--- src/shared/emi_defines.vh ---
`ifndef EMI_DEFINES_VH
`define EMI_DEFINES_VH

`define EMI_STATIC_REGIONS  4'h6
`define EMI_SDRAM_REGION0   4'hC
`define EMI_SDRAM_REGION1   4'hD

`define EMI_W8              2'h0
`define EMI_W16             2'h1
`define EMI_W32             2'h2

`define EMI_CLK_NS          10
`define EMI_REFRESH_NS      7800
`define EMI_REFRESH_CYCLES  (`EMI_REFRESH_NS / `EMI_CLK_NS)

`define EMI_TRCD_TICKS      3'h1
`define EMI_CAS_TICKS       3'h2
`define EMI_WR_TICKS        3'h3
`define EMI_TRC_TICKS       3'h4
`define EMI_SREX_TICKS      3'h4

`define EMI_CMD_NOP         3'h7
`define EMI_CMD_ACT         3'h3
`define EMI_CMD_RD          3'h5
`define EMI_CMD_WR          3'h4
`define EMI_CMD_REF         3'h1

`endif

--- src/hw/emi_sdram_seq.v ---
`timescale 1ns/1ps
`default_nettype none
`include "emi_defines.vh"
module emi_sdram_seq (
  input  wire        sys_clk_in,
  input  wire        rst_n_in,
  input  wire        tick_in,
  input  wire        go_in,
  input  wire        write_in,
  input  wire        chip_in,
  input  wire [12:0] row_in,
  input  wire [8:0]  col_in,
  input  wire [1:0]  ibank_in,
  input  wire        sleep_in,
  input  wire        bus_free_in,
  output reg  [1:0]  cs_n_out,
  output reg         ras_n_out,
  output reg         cas_n_out,
  output reg         we_n_out,
  output reg         cke_out,
  output reg  [14:0] dra_out,
  output reg         done_out,
  output wire        busy_out,
  output wire        sref_out
);
  localparam S_IDLE  = 3'h0;
  localparam S_ACT_W = 3'h1;
  localparam S_RW_W  = 3'h2;
  localparam S_REF_W = 3'h3;
  localparam S_SREF  = 3'h4;
  localparam S_EXIT  = 3'h5;
  localparam integer REF_RELOAD = `EMI_REFRESH_CYCLES - 1;

  reg [2:0] state;
  reg [2:0] cnt;
  reg [9:0] ref_cnt;
  reg       ref_pend;
  wire [31:0] ref_reload = REF_RELOAD;
  wire      ref_issue = tick_in & (state == S_IDLE) & ref_pend & bus_free_in;
  wire [1:0] chip_cs_n = chip_in ? 2'h1 : 2'h2;

  assign busy_out = (state != S_IDLE) | ref_pend;
  assign sref_out = (state == S_SREF);

  // Refresh request, new expiry beats the clear
  always @(posedge sys_clk_in or negedge rst_n_in) begin
    if (!rst_n_in) begin
      ref_cnt  <= 10'h000;
      ref_pend <= 1'b0;
    end else begin
      if (ref_cnt == 10'h000) begin
        ref_cnt <= ref_reload[9:0];
      end else begin
        ref_cnt <= ref_cnt - 10'h001;
      end
      ref_pend <= (ref_cnt == 10'h000) | (ref_pend & ~ref_issue);
    end
  end

  always @(posedge sys_clk_in or negedge rst_n_in) begin
    if (!rst_n_in) begin
      state     <= S_IDLE;
      cnt       <= 3'h0;
      cs_n_out  <= 2'h3;
      ras_n_out <= 1'b1;
      cas_n_out <= 1'b1;
      we_n_out  <= 1'b1;
      cke_out   <= 1'b1;
      dra_out   <= 15'h0000;
      done_out  <= 1'b0;
    end else begin
      done_out <= 1'b0;
      if (tick_in) begin
        cs_n_out <= 2'h3;
        {ras_n_out, cas_n_out, we_n_out} <= `EMI_CMD_NOP;
        case (state)
          S_IDLE: begin
            if (sleep_in & bus_free_in & ~ref_pend) begin
              cs_n_out <= 2'h0;
              {ras_n_out, cas_n_out, we_n_out} <= `EMI_CMD_REF;
              cke_out <= 1'b0;
              state   <= S_SREF;
            end else if (ref_pend & bus_free_in) begin
              cs_n_out <= 2'h0;
              {ras_n_out, cas_n_out, we_n_out} <= `EMI_CMD_REF;
              cnt   <= `EMI_TRC_TICKS;
              state <= S_REF_W;
            end else if (go_in) begin
              cs_n_out <= chip_cs_n;
              {ras_n_out, cas_n_out, we_n_out} <= `EMI_CMD_ACT;
              dra_out <= {ibank_in, row_in};
              cnt     <= `EMI_TRCD_TICKS;
              state   <= S_ACT_W;
            end
          end
          S_ACT_W: begin
            if (cnt == 3'h0) begin
              cs_n_out <= chip_cs_n;
              {ras_n_out, cas_n_out, we_n_out} <= write_in ? `EMI_CMD_WR : `EMI_CMD_RD;
              // Address bit 10 high: auto precharge
              dra_out <= {ibank_in, 4'h2, col_in};
              cnt     <= write_in ? `EMI_WR_TICKS : `EMI_CAS_TICKS;
              state   <= S_RW_W;
            end else begin
              cnt <= cnt - 3'h1;
            end
          end
          S_RW_W: begin
            if (cnt == 3'h0) begin
              done_out <= 1'b1;
              state    <= S_IDLE;
            end else begin
              cnt <= cnt - 3'h1;
            end
          end
          S_REF_W: begin
            if (cnt == 3'h0) begin
              state <= S_IDLE;
            end else begin
              cnt <= cnt - 3'h1;
            end
          end
          S_SREF: begin
            if (!sleep_in) begin
              cke_out <= 1'b1;
              cnt     <= `EMI_SREX_TICKS;
              state   <= S_EXIT;
            end
          end
          S_EXIT: begin
            if (cnt == 3'h0) begin
              state <= S_IDLE;
            end else begin
              cnt <= cnt - 3'h1;
            end
          end
          default: state <= S_IDLE;
        endcase
      end
    end
  end
endmodule
`default_nettype wire

--- src/hw/emi_top.v ---
`timescale 1ns/1ps
`default_nettype none
`include "emi_defines.vh"
module emi_top (
  input  wire        sys_clk_in,
  input  wire        rst_n_in,
  input  wire        req_valid_in,
  input  wire        req_write_in,
  input  wire [31:0] req_addr_in,
  input  wire [1:0]  req_size_in,
  input  wire [31:0] req_wdata_in,
  output wire        req_ready_out,
  output reg         rsp_valid_out,
  output reg         rsp_error_out,
  output reg  [31:0] rsp_rdata_out,
  input  wire [11:0] bank_width_in,
  input  wire [23:0] bank_wait_in,
  input  wire [5:0]  bank_burst_in,
  input  wire        sdram_wide_in,
  input  wire        standby_req_in,
  output wire        standby_ack_out,
  output reg  [5:0]  static_bank_select_n_out,
  output wire [27:0] mem_addr_out,
  output reg  [31:0] mem_data_out,
  output reg         mem_data_oe_out,
  input  wire [31:0] mem_data_in,
  output wire        halfword_sel_out,
  output wire        word_sel_out,
  output wire        oe_cas_n_out,
  output wire        we_n_out,
  output wire        dir_ras_out,
  output reg         sdram_clock_out,
  output wire        sdram_clock_enable_out,
  output wire [1:0]  sdram_bank_select_n_out,
  output reg  [3:0]  sdram_byte_mask_out
);
  localparam T_IDLE    = 3'h0;
  localparam T_BEAT    = 3'h1;
  localparam T_ST_ADDR = 3'h2;
  localparam T_ST_STB  = 3'h3;
  localparam T_SD      = 3'h4;

  function [3:0] lanes;
    input [1:0] a;
    input [1:0] w;
    begin
      case (w)
        `EMI_W8:  lanes = 4'h1 << a;
        `EMI_W16: lanes = a[1] ? 4'hC : 4'h3;
        default:  lanes = 4'hF;
      endcase
    end
  endfunction

  function [4:0] lane_shift;
    input [1:0] a;
    input [1:0] w;
    begin
      case (w)
        `EMI_W8:  lane_shift = {a, 3'h0};
        `EMI_W16: lane_shift = {a[1], 4'h0};
        default:  lane_shift = 5'h00;
      endcase
    end
  endfunction

  function [14:0] rev15;
    input [14:0] d;
    integer i;
    begin
      for (i = 0; i < 15; i = i + 1) begin
        rev15[i] = d[14 - i];
      end
    end
  endfunction

  reg [2:0]  state;
  reg [3:0]  region;
  reg        wr;
  reg [1:0]  ew;
  reg [1:0]  bw;
  reg [2:0]  beats;
  reg [27:0] baddr;
  reg [31:0] wdata;
  reg [31:0] rdata;
  reg [3:0]  wait_cfg;
  reg        burst_en;
  reg        burst_cont;
  reg [3:0]  cnt;
  reg        st_oe_n;
  reg        st_we_n;
  reg        sd_go;
  reg [31:0] merged;
  integer    k;

  // Request decode
  wire [3:0] req_region = req_addr_in[31:28];
  wire [2:0] req_bank   = req_region[2:0];
  // one select per 256 MB region
  wire       req_static = (req_region < `EMI_STATIC_REGIONS);
  wire       req_sd     = (req_region == `EMI_SDRAM_REGION0) |
                          (req_region == `EMI_SDRAM_REGION1);
  wire [1:0] req_cfg_w  = bank_width_in[{req_bank, 1'b0} +: 2];
  wire [1:0] req_size   = (req_size_in == 2'h3) ? `EMI_W32 : req_size_in;
  wire [1:0] req_ew     = req_static ? ((req_cfg_w == 2'h3) ? `EMI_W32 : req_cfg_w)
                                     : (sdram_wide_in ? `EMI_W32 : `EMI_W16);
  wire [1:0] req_bw     = (req_size < req_ew) ? req_size : req_ew;
  wire [1:0] req_nshift = req_size - req_bw;
  wire [2:0] req_beats  = 3'h1 << req_nshift;

  wire       sd_done;
  wire       sd_busy;
  wire       sd_ras_n;
  wire       sd_cas_n;
  wire       sd_we_n;
  wire [14:0] sd_dra;
  wire       static_active = (state == T_ST_ADDR) | (state == T_ST_STB);
  wire       last_beat     = (beats == 3'h1);
  wire [27:0] step         = 28'h1 << bw;
  wire [4:0] shift         = lane_shift(baddr[1:0], ew);
  wire [3:0] beat_lanes    = lanes(baddr[1:0], bw);
  wire [31:0] rd_aligned   = mem_data_in << shift;
  wire       tick          = sdram_clock_out;

  wire [12:0] sd_row  = sdram_wide_in ? baddr[23:11] : baddr[22:10];
  wire [8:0]  sd_col  = sdram_wide_in ? baddr[10:2]  : baddr[9:1];
  wire [1:0]  sd_ib   = sdram_wide_in ? baddr[25:24] : baddr[24:23];

  assign req_ready_out = (state == T_IDLE) & ~standby_req_in & ~sd_busy;

  assign halfword_sel_out = static_active & (bw == `EMI_W16);
  assign word_sel_out     = static_active & (bw == `EMI_W32);
  assign oe_cas_n_out = static_active ? st_oe_n : sd_cas_n;
  assign we_n_out     = static_active ? st_we_n : sd_we_n;
  assign dir_ras_out  = static_active ? wr : sd_ras_n;
  assign mem_addr_out = static_active ? baddr : {rev15(sd_dra), 13'h0000};

  always @* begin
    merged = rdata;
    for (k = 0; k < 4; k = k + 1) begin
      if (beat_lanes[k]) begin
        merged[8*k +: 8] = rd_aligned[8*k +: 8];
      end
    end
  end

  // SDRAM clock at half rate, command pins change as it falls
  always @(posedge sys_clk_in or negedge rst_n_in) begin
    if (!rst_n_in) begin
      sdram_clock_out <= 1'b0;
    end else begin
      sdram_clock_out <= ~sdram_clock_out;
    end
  end

  always @(posedge sys_clk_in or negedge rst_n_in) begin
    if (!rst_n_in) begin
      state                    <= T_IDLE;
      region                   <= 4'h0;
      wr                       <= 1'b0;
      ew                       <= `EMI_W32;
      bw                       <= `EMI_W32;
      beats                    <= 3'h0;
      baddr                    <= 28'h0000000;
      wdata                    <= 32'h00000000;
      rdata                    <= 32'h00000000;
      wait_cfg                 <= 4'h0;
      burst_en                 <= 1'b0;
      burst_cont               <= 1'b0;
      cnt                      <= 4'h0;
      st_oe_n                  <= 1'b1;
      st_we_n                  <= 1'b1;
      sd_go                    <= 1'b0;
      rsp_valid_out            <= 1'b0;
      rsp_error_out            <= 1'b0;
      rsp_rdata_out            <= 32'h00000000;
      static_bank_select_n_out <= 6'h3F;
      mem_data_out             <= 32'h00000000;
      mem_data_oe_out          <= 1'b0;
      sdram_byte_mask_out      <= 4'hF;
    end else begin
      rsp_valid_out <= 1'b0;
      case (state)
        T_IDLE: begin
          if (req_valid_in & req_ready_out) begin
            region     <= req_region;
            wr         <= req_write_in;
            ew         <= req_ew;
            bw         <= req_bw;
            beats      <= req_beats;
            baddr      <= req_addr_in[27:0];
            wdata      <= req_wdata_in;
            rdata      <= 32'h00000000;
            wait_cfg   <= bank_wait_in[{req_bank, 2'h0} +: 4];
            burst_en   <= bank_burst_in[req_bank];
            burst_cont <= 1'b0;
            if (req_static | req_sd) begin
              state <= T_BEAT;
            end else begin
              rsp_valid_out <= 1'b1;
              rsp_error_out <= 1'b1;
              rsp_rdata_out <= 32'h00000000;
            end
          end
        end
        T_BEAT: begin
          mem_data_out    <= wdata >> shift;
          mem_data_oe_out <= wr;
          rsp_error_out   <= 1'b0;
          if (region < `EMI_STATIC_REGIONS) begin
            static_bank_select_n_out <= ~(6'h01 << region[2:0]);
            // wait states, none inside a burst
            cnt   <= burst_cont ? 4'h0 : wait_cfg;
            state <= T_ST_ADDR;
          end else begin
            sdram_byte_mask_out <= ~(beat_lanes >> shift[4:3]);
            sd_go <= 1'b1;
            state <= T_SD;
          end
        end
        T_ST_ADDR: begin
          st_oe_n <= wr;
          st_we_n <= ~wr;
          state   <= T_ST_STB;
        end
        T_ST_STB: begin
          if (cnt != 4'h0) begin
            cnt <= cnt - 4'h1;
          end else begin
            rdata <= merged;
            if (last_beat) begin
              st_oe_n                  <= 1'b1;
              st_we_n                  <= 1'b1;
              static_bank_select_n_out <= 6'h3F;
              mem_data_oe_out          <= 1'b0;
              rsp_valid_out            <= 1'b1;
              rsp_rdata_out            <= wr ? 32'h00000000 : merged;
              state                    <= T_IDLE;
            end else begin
              baddr      <= baddr + step;
              beats      <= beats - 3'h1;
              burst_cont <= burst_en;
              // burst reads keep the strobe low
              if (burst_en & ~wr) begin
                cnt <= 4'h0;
              end else begin
                st_oe_n <= 1'b1;
                st_we_n <= 1'b1;
                state   <= T_BEAT;
              end
            end
          end
        end
        T_SD: begin
          if (sd_done) begin
            rdata <= merged;
            sd_go <= 1'b0;
            sdram_byte_mask_out <= 4'hF;
            if (last_beat) begin
              mem_data_oe_out <= 1'b0;
              rsp_valid_out   <= 1'b1;
              rsp_rdata_out   <= wr ? 32'h00000000 : merged;
              state           <= T_IDLE;
            end else begin
              baddr <= baddr + step;
              beats <= beats - 3'h1;
              state <= T_BEAT;
            end
          end
        end
        default: state <= T_IDLE;
      endcase
    end
  end

  emi_sdram_seq u_seq (
    .sys_clk_in  (sys_clk_in),
    .rst_n_in    (rst_n_in),
    .tick_in     (tick),
    .go_in       (sd_go),
    .write_in    (wr),
    .chip_in     (region[0]),
    .row_in      (sd_row),
    .col_in      (sd_col),
    .ibank_in    (sd_ib),
    .sleep_in    (standby_req_in & (state == T_IDLE)),
    .bus_free_in (state == T_IDLE),
    .cs_n_out    (sdram_bank_select_n_out),
    .ras_n_out   (sd_ras_n),
    .cas_n_out   (sd_cas_n),
    .we_n_out    (sd_we_n),
    .cke_out     (sdram_clock_enable_out),
    .dra_out     (sd_dra),
    .done_out    (sd_done),
    .busy_out    (sd_busy),
    .sref_out    (standby_ack_out)
  );
endmodule
`default_nettype wire

--- config.mk ---
export PLATFORM = sky130hd
export DESIGN_NAME = emi_top
export DESIGN_NICKNAME = d
export VERILOG_FILES = /design/src/hw/emi_sdram_seq.v /design/src/hw/emi_top.v
export VERILOG_INCLUDE_DIRS = /design/src /design/src/shared
export SDC_FILE = /design/constraint.sdc
export NUM_CORES = 1
export LEC_CHECK = 0
export BUFFER_PORTS_ARGS = -buffer_cell sky130_fd_sc_hd__buf_2
export CAP_MARGIN = 25
export CORE_ASPECT_RATIO = 0.6
export CORE_MARGIN = 10
export CORE_UTILIZATION = 24
export DETAILED_ROUTE_END_ITERATION = 7
export SLEW_MARGIN = 20
export SYNTH_ARGS = -nofsm -noshare
export SYNTH_HDL_FRONTEND = slang
export SYNTH_HIERARCHICAL = 1
export SYNTH_SLANG_ARGS = --single-unit
--- constraint.sdc ---
create_clock -name sys_clk_in -period 3.05 [get_ports sys_clk_in]
set_input_delay 0.305 -clock sys_clk_in [delete_from_list [all_inputs] [get_ports sys_clk_in]]
set_output_delay 0.305 -clock sys_clk_in [all_outputs]
set_load 0.05 [all_outputs]
Word level (Yosys, flattened, before mapping)

Cells that the tools add are included.
Widths: inputs -> output; s select.

Register bits after elaboration: 237
Output and inout port bits: 116
Word-level logic and storage cells: 287

Add/sub/neg operators: 6
Magnitude comparators: 4
Equality and inequality tests: 39
Shifts and indexed selects: 9
Mux-type cells: 133
Bitwise gates (word level): 27
Reductions and logical operators: 34

Operators by type and width:

| operator             | number |
|---|---|
| $mux 32              | 9 |
| $pmux 32 s3          | 2 |
| $mux 28              | 5 |
| $pmux 28 s3          | 1 |
| $mux 3               | 22 |
| $mux 15              | 4 |
| $mux 1               | 39 |
| $mux 4               | 8 |
| $mux 8               | 4 |
| $shl 32x5->32        | 1 |
| $shr 32x5->32        | 1 |
| $pmux 15 s2          | 1 |
| $add 28x28->28       | 1 |
| $ne 2x2->1 const B   | 14 |
| $shl 1x2->28 const A | 1 |
| $pmux 3 s4           | 2 |
| $pmux 4 s2           | 3 |
| $shiftx 24x6->4      | 1 |
| $mux 2               | 11 |
| $reduce_and 4->1     | 5 |
| $mux 6               | 3 |
| $pmux 1 s2           | 8 |
| $pmux 3 s5           | 1 |
| $reduce_and 5->1     | 3 |
| 47 further kinds     | 102 |

Logic depth before layout (Yosys ltp)

Word-level depth: 10
Gate-level depth with buffers: 12
Gate-level depth less buffers: 11

Hierarchy

The synthesis kept the hierarchy.

Modules (own cells, without submodules):

| module        | instances | cells each | area each (um^2) | sequential area each (um^2) |
|---|---|---|---|---|
| emi_top       | 1         | 1,194      | 10,869.2         | 4,972.3 |
| emi_sdram_seq | 1         | 205        | 2,079.5          | 983.4 |

Worst setup path before layout

Ideal clock, no wire load.

Kind: input -> register
From: in req_addr_in[28]
To: reg beats[0]
Library setup time: 0.137 ns
Data arrival time: 2.713 ns
Data required time: 2.913 ns
Slack: 0.200 ns
Stages: 11
Path buffers: 1
Cells stage by stage: clkbuf_1 mux4_2 a21oi_1 ha_1 or2_2 a21oi_1 ha_1 xor2_1 inv_1 a21oi_1 a21oi_1

Word-level cells in the longest chain between the ends: 10
Elaborated cells on any way between the ends: 11
Those cells by class: add/sub: 1; order compare: 2; eq/ne: 1; shift: 2; mux: 5

Ends and longest elaborated chain:

| what                 | RTL line      | text |
|---|---|---|
| from (decl)          | emi_top.v:9   | `input wire [31:0] req_addr_in,` |
| $shiftx 12x5->2      | emi_top.v:103 | `wire [1:0] req_cfg_w = bank_width_in[{req_bank, 1'b0} +: 2];` |
| $eq 2x2->1           | emi_top.v:105 | `` wire [1:0] req_ew = req_static ? ((req_cfg_w == 2'h3) ? `EMI_W32 : req_cfg_w) `` |
| $mux 2               | emi_top.v:105 |  |
| $mux 2 (*)           | emi_top.v:105 |  |
| $lt 2x2->1           | emi_top.v:107 | `wire [1:0] req_bw = (req_size < req_ew) ? req_size : req_ew;` |
| $mux 2 (*)           | emi_top.v:107 |  |
| named net req_bw[0]  | emi_top.v:107 |  |
| $sub 2x2->2 (*)      | emi_top.v:108 | `wire [1:0] req_nshift = req_size - req_bw;` |
| $shl 1x2->3 (*)      | emi_top.v:109 | `wire [2:0] req_beats = 3'h1 << req_nshift;` |
| $mux 3 (*)           | emi_top.v:185 | `if (req_valid_in & req_ready_out) begin` |
| $pmux 3 s3 (*)       | emi_top.v:183 | `case (state)` |
| to (signal assigned) | emi_top.v:190 | `beats <= req_beats;` |
| to (signal assigned) | emi_top.v:241 | `beats <= beats - 3'h1;` |
| to (signal assigned) | emi_top.v:266 | `beats <= beats - 3'h1;` |
| to (decl)            | emi_top.v:82  | `reg [2:0] beats;` |

The timed path passes the listed nets; every way through them passes the cells marked *. The select of a mux whose other input is x is not followed.
A chain may end at the register's enable or synchronous reset.

==> results.md <==
| Item | Value | Unit |
|:---|:---|:---|
| Peak fanout along the critical path | 23 | - |
| Primary flip-flop cell chosen by synthesis mapping | sky130_fd_sc_hd__dfrtp_1 | - |
| Post-DR vias/cell | 4.912 | - |
| Cell total after placement | 2317 | - |
| Worst EP required | 2.74 | ns |
| FMAX | 0.3539 | GHz |
| Status | finished clean | - |
| Global-route wire length before repair | 71840 | um |
| Largest net degree at the start of global routing | 74 | - |
| Number of top-level design ports | 262 | - |
| Gp weighted congestion | 0.8850 | - |
| Setup clock skew after layout | 0.02407 | ns |
| Slew margin rel. | 32.64 | % |
| Clock buffer count from CTS | 27 | - |
| Least-Margin Pin Slew | 1.010 | ns |
| CP Data Arrival Time | 2.52 | ns |
| Share of the yosys chip area belonging to registers | 45.99 | % |
| Area of all sequential standard cells | 5956 | sq um |
| Die height | 199.9 | um |
| Proportion of layout cells with a drive suffix above 1 | 29.10 | % |
| Die area | 63950 | sq um |
| Starting density of the core | 24.46 | % |
| Endpoint type of the worst setup path | primary output | - |
| 1st-iter DRT viols | 1012 | - |
| Clock root cell | sky130_fd_sc_hd__clkbuf_16 | - |
| Setup slack after placement | 0.1800 | ns |
| PostCTS Resize Cnt | 0 | - |
| Max-cap violations | 0 | - |
| Total Neg Setup Slack | 0 | ns |
| Router iterations before antenna repair | 5 | - |
| Core Rows | 65 | - |
| Quantity of hold-fixing buffers added after cts | 36 | - |
| Most frequent cells after synthesis | sky130_fd_sc_hd__nand2_1 (307), sky130_fd_sc_hd__dfrtp_1 (217), sky130_fd_sc_hd__nor2_1 (94) | - |
| Synthesized netlist net count | 1560 | - |
| Class of the most critical hold timing path | primary input to register | - |
| Total grt overflow | 0 | - |
| DR DRC count | 0 | - |
| Post-layout utilization of the core | 31.09 | % |
| IR Drop Worst-Case VDD | 0.6450 | mV |
| Most numerous cell in the Yosys netlist | sky130_fd_sc_hd__nand2_1 | - |
| Number of nets with antenna violations after detailed routing | 0 | - |
| Slew Viols, Final | 0 | - |
| DPL Wire Length | 34890 | um |
| All-Layer GR Usage | 14.16 | % |
| Postcts setup bufs | 0 | - |
| Final hold vios | 0 | - |
| Critical path class | register to primary output | - |
| Antenna violations before repair | 9 | - |
| Minimum hold slack | 0.02388 | ns |
| Post-detailed-placement cell area | 15150 | sq um |
| Routed wire length | 47330 | um |
| Startpoint class of the critical path | register | - |
| Time the final worst path needs with I/O delays and setup | 2.826 | ns |
| Final cell count without fillers | 2406 | - |
| Fin area | 16460 | sq um |
| Number of nets in the layout | 1841 | - |
| Clk Latency, worst-skew pair | 0.56 | ns |
| Avg Cell Area, Syn | 9.256 | sq um |
| Main area contributors after synthesis | sky130_fd_sc_hd__dfrtp_1 (42%), sky130_fd_sc_hd__nand2_1 (8.9%), sky130_fd_sc_hd__mux2i_1 (4.5%) | - |
| Fraction of post-synthesis cell area in the top cell type by area | 41.94 | % |
| Count of vias placed by the detailed router | 11820 | - |
| Sinks on Clock Net | 237 | - |
| Total power consumption of the routed design | 18.09 | mW |
| Clock transition at the registers of the reported paths | 0.06 | ns |
| Netlist area before placement | 12950 | sq um |
| Async set-or-reset flop fraction in the synthesized netlist | 100.0 | % |
| Unrepaired setup endpoints after global routing | no | - |
| Floorplan die width | 319.9 | um |
| Via count of the first global-routing pass | 11760 | - |
| Yosys reg bits | 237 | - |
| Multi-input logic area | 6486 | sq um |
| Maximum level of the CTS H-tree | 1 | - |
| Count of final setup violators | 0 | - |
| Syn Inst Count | 1399 | - |
| Final routed wire length divided by cell count | 19.67 | um |
| TritonCTS clock tree | yes | - |
| Number of library cell types mapped by synthesis | 82 | - |
| Post-synth top area cell | sky130_fd_sc_hd__dfrtp_1 | - |
| Fill cells | 5430 | - |
| Final cycle utilization of the critical path | 92.64 | % |
| Leakage dissipation | 7.832 | nW |
| Port Buffer Count | 261 | - |
| EDFF count, synth | 0 | - |
| Count of yosys warnings during synthesis | 6 | - |
| Maximum clock insertion buffer count | 3 | - |
| Final setup slack of the worst path | 0.2244 | ns |
| Syn-to-layout area delta | 27.10 | % |
| Pwr/cell area | 1099 | nW/um^2 |
| Core outline area | 52940 | sq um |
cell type report:
type,instances,share of cell area [%]
antenna,2,0.03041
clock buffer,33,4.485
clock inverter,17,1.080
inverter,25,0.5702
multi-input combinational,1042,39.41
sequential,237,36.19
tap,703,5.344
timing repair buffer,347,12.89
routing by layer:
layer / track usage, % / vias up / share of wire (%)
li1: - / 5499 / -
met1: 19.36 / 5831 / 46
met2: 22.01 / 412 / 44
met3: 4.294 / 66 / 8.1
met4: 2.538 / 10 / 1.6
met5: 0 / - / 0.17
sequential cells by signal, summed over array words and instances (netlist names), 2 cells and up:
register,flops
sdram_byte_mask_out,4
wait_cfg,4
region,4
cnt,4
wdata,32
u_seq/ref_cnt,10
static_bank_select_n_out,6
baddr,28
state,3
u_seq/cs_n_out,2
ew,2
mem_data_out,32
bw,2
beats,3
rsp_rdata_out,32
rdata,32
u_seq/state,3
u_seq/cnt,3
u_seq/dra_out,15
cells in the final DEF, fill, tap and decap left out, drive strengths merged, types with 4 or more instances in the layout:
master       netlist  final
buf               45    311
nand2            307    307
dfrtp            217    217
nor2             104    104
a21oi             96     96
o21ai             86     86
mux2i             58     58
mux2              53     53
nand3             45     45
a22o              41     41
dlygate4sd3        0     36
clkbuf            50     33
inv               24     28
nor3              23     23
and2              21     21
dfstp             20     20
a22oi             18     18
o22ai             17     17
a31oi             16     16
ha                14     14
nand2b            14     14
clkinv             1     10
nor2b              9      9
a221oi             8      8
a2bb2oi            8      8
a211oi             8      8
mux4               7      7
o21a               6      6
o2111ai            5      5
nor4               5      5
a21o               4      4
or3                4      4
a41oi              4      4
o2bb2a             4      4
xnor2              4      4
and3               4      4
nor3b              4      4
report_power, final:
part	internal, mW	switching [mW]	leakage [nW]
Sequential	4.28	1.12	2.97
Combinational	3.08	6.20	4.41
Clock	1.98	1.43	0.460
final timing paths:
path / startpoint / endpoint / slack, ns / cells after the start
max in group asynchronous: rst_n_in / baddr[18] / 1.74 / 3
max: state[2] / mem_addr_out[20] / 0.22 / 4
min reg2reg: u_seq/ref_cnt[0] / u_seq/ref_cnt[0] / 0.46 / 1
max reg2reg: bw[0] / baddr[26] / 0.34 / 8
min in group asynchronous: rst_n_in / region[2] / 0.31 / 2
min: req_addr_in[1] / baddr[1] / 0.02 / 3
kinds of logic (layout without fill, tap and decap cells):
kind of cell,Yosys count,count (layout),synth area share [%]
DFF,237,237,45.99
buffers and inverters,120,422,4.184
muxes,118,118,10.37
AOI/OAI and AO/OA,344,344,18.03
and+or+nand+nor,558,558,19.44
xor gates and xnor gates,7,7,0.4735
adders and majority gates,15,15,1.507
other,0,2,0
critical path: stages (launching register included):
cell and delay, ns:
sky130_fd_sc_hd__dfrtp_1 0.40, sky130_fd_sc_hd__buf_4 0.19, sky130_fd_sc_hd__nand2b_1 0.62, sky130_fd_sc_hd__o21ai_0 0.42, sky130_fd_sc_hd__buf_2 0.32
Note: power is estimated with default switching activity, not from simulation.
